===== config.mk =====
export PLATFORM = sky130hd
export DESIGN_NAME = sss_switch_status
export DESIGN_NICKNAME = d
export VERILOG_FILES = /design/src/sss_pkg.sv /design/src/sss_switch_status.sv /design/src/sss_sync.sv
export VERILOG_INCLUDE_DIRS = /design/src /design/src/src
export SDC_FILE = /design/constraint.sdc
export NUM_CORES = 1
export LEC_CHECK = 0
export ABC_AREA = 1
export BUFFER_PORTS_ARGS = -buffer_cell sky130_fd_sc_hd__buf_2
export CORE_MARGIN = 2
export CORE_UTILIZATION = 30
export DETAILED_ROUTE_END_ITERATION = 10
export SLEW_MARGIN = 15
export SYNTH_ARGS = -nofsm -noshare
export SYNTH_HDL_FRONTEND = slang
export SYNTH_HIERARCHICAL = 1
export SYNTH_SLANG_ARGS = --single-unit

===== constraint.sdc =====
create_clock -name ref_clk -period 1.6 [get_ports ref_clk]
set_clock_uncertainty 0.05 [all_clocks]
set_input_delay 0 -clock ref_clk [delete_from_list [all_inputs] [get_ports ref_clk]]
set_output_delay 0 -clock ref_clk [all_outputs]
set_load 0.02 [all_outputs]

===== src/sss_cfg.svh =====
`ifndef SSS_CFG_SVH
`define SSS_CFG_SVH

// ****************************************
// Register offsets (byte addresses)
// ****************************************
`define SSS_STATUS_OFF      12'h328
`define SSS_UNLOCK_OFF      12'h3f0

// ****************************************
// Status field positions
// ****************************************
`define SSS_MODE_LSB        0
`define SSS_MODE_MSB        2
`define SSS_CCLK_DOWN_BIT   5
`define SSS_CCLK_UP_BIT     6
`define SSS_TW_SLOW_BIT     7
`define SSS_REFCLK_BIT      8
`define SSS_HALT_BIT        9
`define SSS_LOCK_LSB        20
`define SSS_LOCK_MSB        22
`define SSS_MARKER_LSB      28
`define SSS_MARKER_MSB      31
`define SSS_UNLOCK_BIT      3

// ****************************************
// Reset values and mode codes
// ****************************************
`define SSS_LOCK_RST        3'h0
`define SSS_MARKER_RST      4'h0
`define SSS_UNLOCK_RST      1'h0
`define SSS_MODE_REDUCED    3'h2
`define SSS_EFIFO_NORMAL    4'h4
`define SSS_EFIFO_REDUCED   4'h2
`define SSS_HSIZE_WORD      3'h2

`endif


===== src/sss_pkg.sv =====
package sss_pkg;

    // ****************************************
    // Operating mode codes
    // ****************************************
    typedef enum logic [2:0] {
        SSS_MODE_NORMAL  = 3'b000,
        SSS_MODE_EEPROM1 = 3'b001,
        SSS_MODE_EEPROM2 = 3'b010,
        SSS_MODE_EEPROM3 = 3'b011
    } sss_mode_e;

    // ****************************************
    // Upstream lock codes
    // ****************************************
    typedef enum logic [2:0] {
        SSS_LOCK_NONE  = 3'b000,
        SSS_LOCK_PORT2 = 3'b010,
        SSS_LOCK_PORT3 = 3'b011,
        SSS_LOCK_PORT4 = 3'b100,
        SSS_LOCK_PORT5 = 3'b101
    } sss_lock_e;

    // ****************************************
    // Captured straps
    // ****************************************
    typedef struct packed {
        logic       reset_halt_strap;
        logic       refclk_mode_select;
        logic       master_twowire_slow;
        logic       common_clock_up;
        logic       common_clock_down;
        logic [2:0] operating_mode_strap;
    } sss_strap_s;

    // ****************************************
    // Status word layout
    // ****************************************
    typedef struct packed {
        logic [3:0] marker;
        logic [4:0] rsvd_27_23;
        logic [2:0] upstream_lock_state;
        logic [9:0] rsvd_19_10;
        logic       reset_halt_strap;
        logic       refclk_mode_select;
        logic       master_twowire_slow;
        logic       common_clock_up;
        logic       common_clock_down;
        logic [1:0] rsvd_4_3;
        logic [2:0] operating_mode_strap;
    } sss_status_s;

endpackage


===== src/sss_switch_status.sv =====
`timescale 1ns/1ps
`include "sss_cfg.svh"

// Summary of operation
// Bits 2:0 report the operating-mode strap; 0 normal, 1-3 with EEPROM init.
// Bit 5 holds the downstream common-clock strap captured in fundamental reset.
// Bit 6 holds the upstream common-clock strap captured in fundamental reset.
// Bit 7 holds the two-wire slow-mode strap captured in fundamental reset.
// Bit 8 holds the reference-clock mode strap captured in fundamental reset.
// Bit 9 holds the reset-halt strap captured in fundamental reset.
// Bits 22:20 show upstream lock state, reset 0 meaning unlocked.
// Marker bits 31:28 reset to zero and survive hot reset.
// Reduced-latency mode selects the alternate elastic FIFO initial value.
// System picks reduced latency only with common clock or payload below 2 KB.
// Marker accepts writes only while the register unlock bit 3 is set.
// Reserved bits read zero; writes to them and status fields do nothing.

module sss_switch_status #(
    parameter int         EFIFO_W       = 4,
    parameter logic [3:0] EFIFO_NORMAL  = `SSS_EFIFO_NORMAL,
    parameter logic [3:0] EFIFO_REDUCED = `SSS_EFIFO_REDUCED
) (
    // Clock and reset
    input  wire logic               ref_clk,
    input  wire logic               rstn,
    // AHB-Lite slave
    input  wire logic               hsel,
    input  wire logic [31:0]        haddr,
    input  wire logic [1:0]         htrans,
    input  wire logic               hwrite,
    input  wire logic [2:0]         hsize,
    input  wire logic [31:0]        hwdata,
    input  wire logic               hready,
    output logic                    hreadyout,
    output logic      [31:0]        hrdata,
    output logic                    hresp,
    // Strap pins
    input  wire logic [2:0]         operating_mode_strap,
    input  wire logic               common_clock_down,
    input  wire logic               common_clock_up,
    input  wire logic               master_twowire_slow,
    input  wire logic               refclk_mode_select,
    input  wire logic               reset_halt_strap,
    // Switch core
    input  wire logic               hot_reset,
    input  wire logic [2:0]         upstream_lock_state,
    output logic      [EFIFO_W-1:0] elastic_fifo_initial_value
);

    // ****************************************
    // Elaboration checks
    // ****************************************
    if (EFIFO_W < 1 || EFIFO_W > 4) begin : g_chk
        $error("sss_switch_status: EFIFO_W must be 1 to 4");
    end

    // ****************************************
    // Strap synchronisation and capture
    // ****************************************
    sss_pkg::sss_strap_s strap_pins;
    sss_pkg::sss_strap_s strap_sync;
    sss_pkg::sss_strap_s strap_ff;
    sss_pkg::sss_strap_s nxt_strap;

    always_comb begin
        strap_pins.operating_mode_strap = operating_mode_strap;
        strap_pins.common_clock_down    = common_clock_down;
        strap_pins.common_clock_up      = common_clock_up;
        strap_pins.master_twowire_slow  = master_twowire_slow;
        strap_pins.refclk_mode_select   = refclk_mode_select;
        strap_pins.reset_halt_strap     = reset_halt_strap;
    end

    sss_sync #(
        .WIDTH ($bits(sss_pkg::sss_strap_s))
    ) u_strap_sync (
        .ref_clk  (ref_clk),
        .async_in (strap_pins),
        .sync_out (strap_sync)
    );

    // Follow pins while in fundamental reset, freeze on release
    always_comb begin
        nxt_strap = strap_ff;
        if (!rstn) begin
            nxt_strap = strap_sync;
        end
    end

    always_ff @(posedge ref_clk) begin
        strap_ff <= nxt_strap;
    end

    // ****************************************
    // Lock state, marker and unlock control
    // ****************************************
    logic [2:0]         lock_ff;
    logic [2:0]         nxt_lock;
    logic [3:0]         marker_ff;
    logic [3:0]         nxt_marker;
    logic               unlock_ff;
    logic               nxt_unlock;
    logic [EFIFO_W-1:0] efifo_ff;
    logic [EFIFO_W-1:0] nxt_efifo;
    logic               wr_pend_ff;
    logic [11:0]        wr_addr_ff;
    logic               wr_status;
    logic               wr_unlock;

    always_comb begin
        wr_status = wr_pend_ff && (wr_addr_ff[11:2] == `SSS_STATUS_OFF >> 2);
        wr_unlock = wr_pend_ff && (wr_addr_ff[11:2] == `SSS_UNLOCK_OFF >> 2);
    end

    always_comb begin
        nxt_lock   = upstream_lock_state;
        nxt_marker = marker_ff;
        nxt_unlock = unlock_ff;
        // Hot reset leaves the marker alone
        if (wr_status && unlock_ff) begin
            nxt_marker = hwdata[`SSS_MARKER_MSB:`SSS_MARKER_LSB];
        end
        if (wr_unlock) begin
            nxt_unlock = hwdata[`SSS_UNLOCK_BIT];
        end
        if (strap_ff.operating_mode_strap == `SSS_MODE_REDUCED) begin
            nxt_efifo = EFIFO_REDUCED[EFIFO_W-1:0];
        end else begin
            nxt_efifo = EFIFO_NORMAL[EFIFO_W-1:0];
        end
    end

    always_ff @(posedge ref_clk) begin
        if (!rstn) begin
            lock_ff   <= `SSS_LOCK_RST;
            marker_ff <= `SSS_MARKER_RST;
            unlock_ff <= `SSS_UNLOCK_RST;
            efifo_ff  <= EFIFO_NORMAL[EFIFO_W-1:0];
        end else begin
            lock_ff   <= nxt_lock;
            marker_ff <= nxt_marker;
            unlock_ff <= nxt_unlock;
            efifo_ff  <= nxt_efifo;
        end
    end

    // ****************************************
    // AHB-Lite slave
    // ****************************************
    sss_pkg::sss_status_s status_word;
    logic                 accept;
    logic                 nxt_wr_pend;
    logic [11:0]          nxt_wr_addr;
    logic [31:0]          rdata_ff;
    logic [31:0]          nxt_rdata;
    logic                 ready_ff;
    logic                 hresp_ff;

    always_comb begin
        status_word                      = '0;
        status_word.operating_mode_strap = strap_ff.operating_mode_strap;
        status_word.common_clock_down    = strap_ff.common_clock_down;
        status_word.common_clock_up      = strap_ff.common_clock_up;
        status_word.master_twowire_slow  = strap_ff.master_twowire_slow;
        status_word.refclk_mode_select   = strap_ff.refclk_mode_select;
        status_word.reset_halt_strap     = strap_ff.reset_halt_strap;
        status_word.upstream_lock_state  = lock_ff;
        status_word.marker               = marker_ff;
    end

    always_comb begin
        accept      = hsel && htrans[1] && hready;
        nxt_wr_pend = accept && hwrite && (hsize == `SSS_HSIZE_WORD);
        nxt_wr_addr = haddr[11:0];
        nxt_rdata   = 32'h0000_0000;
        if (accept && !hwrite) begin
            if (haddr[11:2] == `SSS_STATUS_OFF >> 2) begin
                nxt_rdata = status_word;
            end else if (haddr[11:2] == `SSS_UNLOCK_OFF >> 2) begin
                nxt_rdata[`SSS_UNLOCK_BIT] = unlock_ff;
            end
        end
    end

    always_ff @(posedge ref_clk) begin
        if (!rstn) begin
            wr_pend_ff <= 1'b0;
            wr_addr_ff <= 12'h000;
            rdata_ff   <= 32'h0000_0000;
            ready_ff   <= 1'b1;
            hresp_ff   <= 1'b0;
        end else begin
            wr_pend_ff <= nxt_wr_pend;
            wr_addr_ff <= nxt_wr_addr;
            rdata_ff   <= nxt_rdata;
            ready_ff   <= 1'b1;
            hresp_ff   <= 1'b0;
        end
    end

    assign hreadyout                  = ready_ff;
    assign hrdata                     = rdata_ff;
    assign hresp                      = hresp_ff;
    assign elastic_fifo_initial_value = efifo_ff;
endmodule


===== src/sss_sync.sv =====
`timescale 1ns/1ps

module sss_sync #(
    parameter int WIDTH = 8
) (
    // Clock
    input  wire logic             ref_clk,
    // Data
    input  wire logic [WIDTH-1:0] async_in,
    output logic      [WIDTH-1:0] sync_out
);

    logic [WIDTH-1:0] meta_ff;
    logic [WIDTH-1:0] sync_ff;
    logic [WIDTH-1:0] nxt_meta;
    logic [WIDTH-1:0] nxt_sync;

    if (WIDTH < 1) begin : g_chk
        $error("sss_sync: WIDTH must be at least 1");
    end

    always_comb begin
        nxt_meta = async_in;
        nxt_sync = meta_ff;
    end

    // Straps are sampled while reset is held, so no reset here
    always_ff @(posedge ref_clk) begin
        meta_ff <= nxt_meta;
        sync_ff <= nxt_sync;
    end

    assign sync_out = sync_ff;

endmodule


After elaboration in Yosys (flattened, before gate mapping)
Cells that the tools add are included.
Widths: inputs -> output; s select.

storage, ports and cells
  bits in registers = 81
  output and inout bits = 38
  word-level logic and storage cells = 39

cells by class
  equal/unequal tests = 6
  multiplexer cells = 1
  bitwise operators = 3
  reductions and logical operators = 12

operator list
  kind                 count
  $eq 10x8->1 const B  4
  $logic_and 1x1->1    8
  $eq 3x2->1 const B   2
  $reduce_or 4->1      1
  $mux 3               1
  $not 1->1            3
  $reduce_and 3->1     1
  $reduce_and 2->1     1
  $logic_not 1->1      1

Depth between registers and ports, before layout
Gate-level depths: netlist (run 1).

  depth in word-level cells = 5
  gate-level depth with buffers = 8

Modules after synthesis
Netlist (run 1), hierarchy kept.

modules (own cells, without submodules)
  module             instances  cells each  area each (um2)  seq. area each (um2)
  sss_switch_status  1          201         1778.0           980.9
  sss_sync           1          16          320.3            320.3

Worst setup path after synthesis (run 1)
OpenSTA, ideal clock, no wires.

  kind = register to register
  from = register unlock_ff
  to = register marker_ff[0]
  library setup time = 0.064 ns
  arrival = 0.848 ns
  slack = 0.638 ns
  stages on the path, launching flop included = 7
  path buffers = 0
  path through = dfxtp_1 -> nand2_1 -> nor2_4 -> nand3_1 -> nand2_1 -> inv_1 -> nor2_1

between the ends
  cells in the longest elaborated chain, start to end = 1

ends and longest elaborated chain
  what                      RTL line                  RTL
  start: declaration        sss_switch_status.sv:101  logic unlock_ff;
  start signal: assignment  sss_switch_status.sv:137  unlock_ff <= `SSS_UNLOCK_RST;
  start signal: assignment  sss_switch_status.sv:142  unlock_ff <= nxt_unlock;
  $logic_and 1x1->1         sss_switch_status.sv:120  if (wr_status && unlock_ff) begin
  end signal: assignment    sss_switch_status.sv:136  marker_ff <= `SSS_MARKER_RST;
  end signal: assignment    sss_switch_status.sv:141  marker_ff <= nxt_marker;
  end: declaration          sss_switch_status.sv:99   logic [3:0] marker_ff;

Every way passes these cells.
A chain may end at the register's enable or synchronous reset.

Worst setup path after layout (run 1)
  from = register wr_addr_ff[11]
  to = register unlock_ff

between the ends
  cells in the longest elaborated chain, start to end = 2

ends and longest elaborated chain
  what                      RTL line                  RTL
  start: declaration        sss_switch_status.sv:106  logic [11:0] wr_addr_ff;
  start signal: assignment  sss_switch_status.sv:194  wr_addr_ff <= nxt_wr_addr;
  $eq 10x8->1               sss_switch_status.sv:112  wr_unlock = wr_pend_ff && (wr_addr_ff[11:2] == `SSS_UNLOCK_OFF >> 2);
  $logic_and 1x1->1         sss_switch_status.sv:112

Every way passes these cells.

==> results of run 1 <==
[power breakdown]
group | switching, uW | internal (uW)
Combinational | 112 | 104
Clock | 543 | 542
Sequential | 14.4 | 1600
Total | 669 | 2250
[worst reg2reg max path, stage by stage (launching register included)]
cell and delay, ns:
dfxtp_1 0.30, nor2_1 0.09, nand2_1 0.11, nor2_2 0.12, nand3_1 0.08, nand2_1 0.07, dlygate4sd3_1 0.55, nor2_1 0.04
[path summary, 6_finish.rpt]
kind | to | cells past startpoint | slack (ns) | startpoint
min | hrdata[31]$_SDFF_PN0_ | 4 | 0.22 | hwrite
max | unlock_ff$_SDFFE_PN0P_ | 7 | 0.10 | wr_addr_ff[11]$_SDFF_PN0_
min reg2reg | u_strap_sync/sync_out[3]$_DFF_P_ | 0 | 0.28 | u_strap_sync/meta_ff[3]$_DFF_P_
max reg2reg | unlock_ff$_SDFFE_PN0P_ | 7 | 0.10 | wr_addr_ff[11]$_SDFF_PN0_
[placed cells by master (no fill, tap or decap)]
cell type and instances:
nor4_1 2, nor2_2 2, conb_1 20, inv_1 50, nor2_1 12, nand3_1 9, edfxtp_1 8, clkinv_2 3
clkbuf_1 1, nand3_2 1, clkbuf_8 9, clkinv_1 2, nand4_1 1, nor3_1 7, buf_4 1, a21oi_1 1
nor3_2 11, buf_2 52, nand2_2 1, nor2_4 1, dfxtp_1 53, nand2_1 32, dlygate4sd3_1 36, clkinvlp_4 1
[cells by family (layout without fill, tap and decap cells)]
group                  Yosys count  in the layout  share of synthesized area
DFF                             61             61                      0.620
buffers and inverters           74            155                      0.178
and+or+nand+nor                 79             79                      0.196
AOI/OAI and AO/OA                1              1                    0.00238
other                            2             20                    0.00358
[cell type report]
type,count,area (um^2),area share
sequential,61,1300,0.450
timing repair buffer,89,628,0.217
multi-input combinational,100,494,0.171
inverter,50,188,0.0650
clock buffer,10,128,0.0442
tap,96,120,0.0416
clock inverter,6,30.0,0.0104
[routing by layer]
layer | part of all wire | up-vias | GRT usage | wire, um
met5 | 0 | - | 0 | 0
met4 | 0.032 | 0 | 0.0643 | 121
met3 | 0.063 | 12 | 0.0481 | 233
met2 | 0.52 | 54 | 0.197 | 1930
met1 | 0.39 | 668 | 0.0928 | 1440
li1 | - | 791 | - | -
[stage by stage]
step / area (um^2) / cells / hold slack (ns)
after floorplan: 2170 / 235 / -0.0223
after global placement: 2370 / 360 / 0.0528
after detailed placement: 2370 / 360 / 0.0536
after CTS: 2890 / 412 / 0.214
after global routing: 2890 / 412 / 0.247
final: 2890 / 412 / 0.224
[sequential cells by signal, summed over array words and instances (netlist names), 2 cells and up]
name / count
hrdata: 16
wr_addr_ff: 10
status_word: 8
u_strap_sync/meta_ff: 8
u_strap_sync/sync_out: 8
marker_ff: 4
lock_ff: 3
elastic_fifo_initial_value: 2
[what timing repair did]
| item | 4_1_cts | 5_1_grt |
|---|---|---|
| gates resized for setup | 0 | 1 |
| endpoints found under the setup margin | 0 | 1 |
| hold buffers | 36 | 0 |
| hold endpoints to repair | 28 | 0 |
==> qor.txt, run 1 <==
Clk pin slew, worst setup/hold paths - 0.07 ns
drt total wl - 3.73 mm
Synth Warn # - 6
Final Hold Fails - 0
H-tree depth - 3
GRT Util Overall - 0.106
Power Total - 2920 uW
nets - 397
TritonCTS Buffers - 9
Post-synth top cells - 53 x dfxtp_1, 50 x inv_1, 32 x nand2_1, 21 x buf_4, 13 x nor2_1
RSZ-0062 raised after global routing - no
worst path bufs/invs - 1
starting density of the core - 0.309
Area contributors post-synth - dfxtp_1 51%, edfxtp_1 11%, inv_1 8.9%, buf_4 7.5%, nand2_1 5.7%
delay-heaviest family, CP - buffers and inverters
vias - 1525
max_cap viols - 0
DR iter-0 viols - 45
drt first pass iters - 4
Syn-to-layout area delta - 37.7%
Pleak - 0.00142 uW
largest net degree at the start of global routing - 17
Buffers on Ports - 52
Worst path slowest cell - dlygate4sd3_1
critical path, cell by cell - nor2_1 > nand2_1 > nor2_2 > nand3_1 > nand2_1 > dlygate4sd3_1 > nor2_1
Detailed Place HPWL - 2.39 mm
Yosys reg bits - 61
Seq/Total Area, Yosys - 0.620
Residual DRC - 0
I/O pins - 124
post-CTS setup buffers - 0
asr flop ratio synth - 0
Final Cycle Share - 0.936
DRT antenna net count - 0
status - completed
antenna violations before repair - 0
Finish-stage setup viols - 0
Setup crit end kind - flip-flop
first-pass GRT wire length - 5.98 mm
Worst Hold Class - input port to flip-flop
setup TNS after final layout - 0 ns
chip height - 87.6 um
clock tree buffer depth - 2
CP required - 1.77 ns
via/cell ratio - 3.70
CP max FO - 3
fin crit period - 1.50 ns
kind of critical path - flip-flop to flip-flop
VDD IR-drop max - 481 uV
Highest Clock Rate - 668 MHz
share of cells above drive strength 1 - 0.259
root buffer selected by CTS - clkbuf_8
clock sinks - 61
die width - 87.6 um
CP max stage delay - 0.55 ns
Wirelength per Cell - 9.04 um
dpl ws - 0.400 ns
Final GP Congestion - 0.746
core box area - 0.00679 mm^2
later-pin clock latency in the skew report - 0.32 ns
post-synthesis cell type count - 19
crit start category - flip-flop
Post-synth EDFFs - 8
pwr/cell area - 1010 mW/mm^2
Mapped Avg Cell Area - 9.67 um^2
CTS tree - built
Remaining Overflow, GRT - 0
end-of-flow core utilization - 0.425
number of global-route vias before repair - 1451
Placement Rows - 30
most frequent cell after synthesis - dfxtp_1
Worst Path Arrival - 1.67 ns
mapped cell area - 0.00210 mm^2
area leader, netlist - dfxtp_1
die footprint - 0.00768 mm^2
Final WS setup - 0.102 ns
top_reg_cell synth - dfxtp_1
ant diodes - 0
Synth top area share - 0.506
Final Slew Violations - 0
Syn Inst Count - 217
fill count - 658
No activity file was read; power rests on OpenSTA's default activity.
==> run 2: changes to the inputs <==
clock period = 1.65 ns   (was 1.6 ns; I/O delays follow)
==> qor.txt, run 2 (synthesized netlist as in run 1, its figures left out) <==
vias - 1501 (-1.6%)
Worst Path Arrival - 1.48 ns (-0.19 ns)
share of cells above drive strength 1 - 0.260 (+0.000824)
setup TNS after final layout - 0 ns (unchanged)
Final Hold Fails - 0 (unchanged)
first-pass GRT wire length - 5.52 mm (-7.6%)
Placement Rows - 30 (unchanged)
reg2reg end - marker_ff[0]$_SDFFE_PN0P_
hold worst-path end - wr_addr_ff[3]$_SDFF_PN0_
ant diodes - 0 (unchanged)
delay-heaviest family, CP - simple AND/OR/NAND/NOR gates
commonest cells after routing, fill and taps aside - 53 x dfxtp_1, 52 x buf_2, 50 x inv_1, 35 x dlygate4sd3_1, 32 x nand2_1
chip height - 87.6 um (unchanged)
Pleak - 0.00143 uW (+0.76%)
DRT antenna net count - 0 (unchanged)
max_cap viols - 0 (unchanged)
CTS tree - built
TritonCTS Buffers - 9 (unchanged)
die footprint - 0.00768 mm^2 (unchanged)
Detailed Place HPWL - 2.38 mm (-0.64%)
Setup crit end kind - flip-flop
H-tree depth - 3 (unchanged)
max reg flops - 16 (unchanged)
largest net degree at the start of global routing - 17 (unchanged)
Worst path slowest cell - dlygate4sd3_1
Buffers on Ports - 52 (unchanged)
fin crit period - 1.29 ns
Final Cycle Share - 0.781
CP max FO - 15 (+12)
DR iter-0 viols - 46 (+2.2%)
clock sinks - 61 (unchanged)
Hold Crit Start - rstn
commonest non-fill, non-tap cell in the layout - dfxtp_1
critical path, cell by cell - dlygate4sd3_1 > buf_2 > nor2_1 > nand3_2 > nor3_1
worst reg-to-reg setup slack - 0.47 ns (+0.37 ns)
antenna violations before repair - 0 (unchanged)
Final Slew Violations - 0 (unchanged)
Highest Clock Rate - 776 MHz
Residual DRC - 0 (unchanged)
nets - 396 (-0.25%)
GRT Util Overall - 0.0988 (-0.00756)
root buffer selected by CTS - clkbuf_8
cell depth of the worst flop-to-flop path - 6 (-1)
Finish-stage setup viols - 0 (unchanged)
kind of critical path - input port to flip-flop
worst path bufs/invs - 2 (+1)
Power Total - 2980 uW (+1.9%)
Worst Hold Class - input port to flip-flop
Wirelength per Cell - 8.68 um (-4.0%)
number of global-route vias before repair - 1334 (-8.1%)
drt first pass iters - 4 (unchanged)
VDD IR-drop max - 431 uV (-10%)
die width - 87.6 um (unchanged)
I/O pins - 124 (unchanged)
number of gates resized after cts - 0 (unchanged)
core box area - 0.00679 mm^2 (unchanged)
RSZ-0062 raised after global routing - no
FF-to-FF Start - unlock_ff$_SDFFE_PN0P_
clock tree buffer depth - 2 (unchanged)
CP max stage delay - 0.53 ns (-0.02 ns)
pwr/cell area - 1030 mW/mm^2 (+1.5%)
later-pin clock latency in the skew report - 0.32 ns (about the same)
Syn-to-layout area delta - 38.2%
CP required - 1.84 ns (+0.07 ns)
Clk pin slew, worst setup/hold paths - 0.06 ns (about the same)
via/cell ratio - 3.65 (-1.3%)
starting density of the core - 0.309 (unchanged)
status - completed
Final GP Congestion - 0.739 (-0.98%)
drt total wl - 3.57 mm (-4.2%)
Remaining Overflow, GRT - 0 (unchanged)
WHS Path Cells - 4 (unchanged)
crit start category - input port
-- run 2: changes by cell type in the layout (fill, tap and decap cells not counted), sizes merged --
cell / delta
bufinv: +1
clkinvlp: -1
dlygate4sd3: -1
-- run 2: power by group --
group / switching [uW] / internal, uW / total, uW
registers: 13.6 / 1560 / 1570
logic: 107 / 99.6 / 206
clock network: 519 / 681 / 1200
-- run 2: metal layers --
layer  global-route usage  vias up  routed length, um
li1                     -      787                  -
met1               0.0925      663               1440
met2                0.165       43               1840
met3               0.0386        8                171
met4               0.0895        0                112
met5                    0        -                  0
-- run 2: stage by stage --
step	instance area (um^2)	instances	hold slack [ns]	setup WS (ns)	utilization
3_5_place_dp	2370	360	0.0536	0.496	0.349
2_1_floorplan	2170	235	-0.0223	0.688	-
5_1_grt	2900	411	0.139	0.223	0.427
4_1_cts	2900	411	0.105	0.360	0.427
3_3_place_gp	2370	360	0.0527	0.510	0.349
6_report	2900	411	0.126	0.362	0.427
-- run 2: how the worst max path moves through the flow --
stage	from	endpoint	slack, ns	cells past startpoint
finish	haddr[6]	hrdata[8]$_SDFF_PN0_	0.36	5
global route	haddr[3]	hrdata[9]$_SDFF_PN0_	0.22	6
detailed placement	rstn	hrdata[3]$_SDFF_PP0_	0.50	5
floorplan	unlock_ff$_SDFFE_PN0P_	marker_ff[0]$_SDFFE_PN0P_	0.69	6
global placement	rstn	hrdata[3]$_SDFF_PP0_	0.51	5
CTS	haddr[6]	hrdata[22]$_SDFF_PN0_	0.36	5
-- run 2: area by class of cell --
type	count	area [um^2]
fill	655	3890
sequential	61	1300
timing repair buffer	88	618
multi-input combinational	100	492
inverter	50	188
clock buffer	10	128
tap	96	120
clock inverter	6	53.8
-- run 2: tightest hold or removal path, stage by stage --
cell	delay (ns)
buf_2	0.17
buf_4	0.19
nand2_1	0.07
inv_1	0.03
-- run 2: what timing repair did --
item / in CTS / in global routing
endpoints found under the hold margin: 28 / 0
endpoints found under the setup margin: 0 / 0
buffers inserted: 0 / 0
hold buffers: 35 / 0
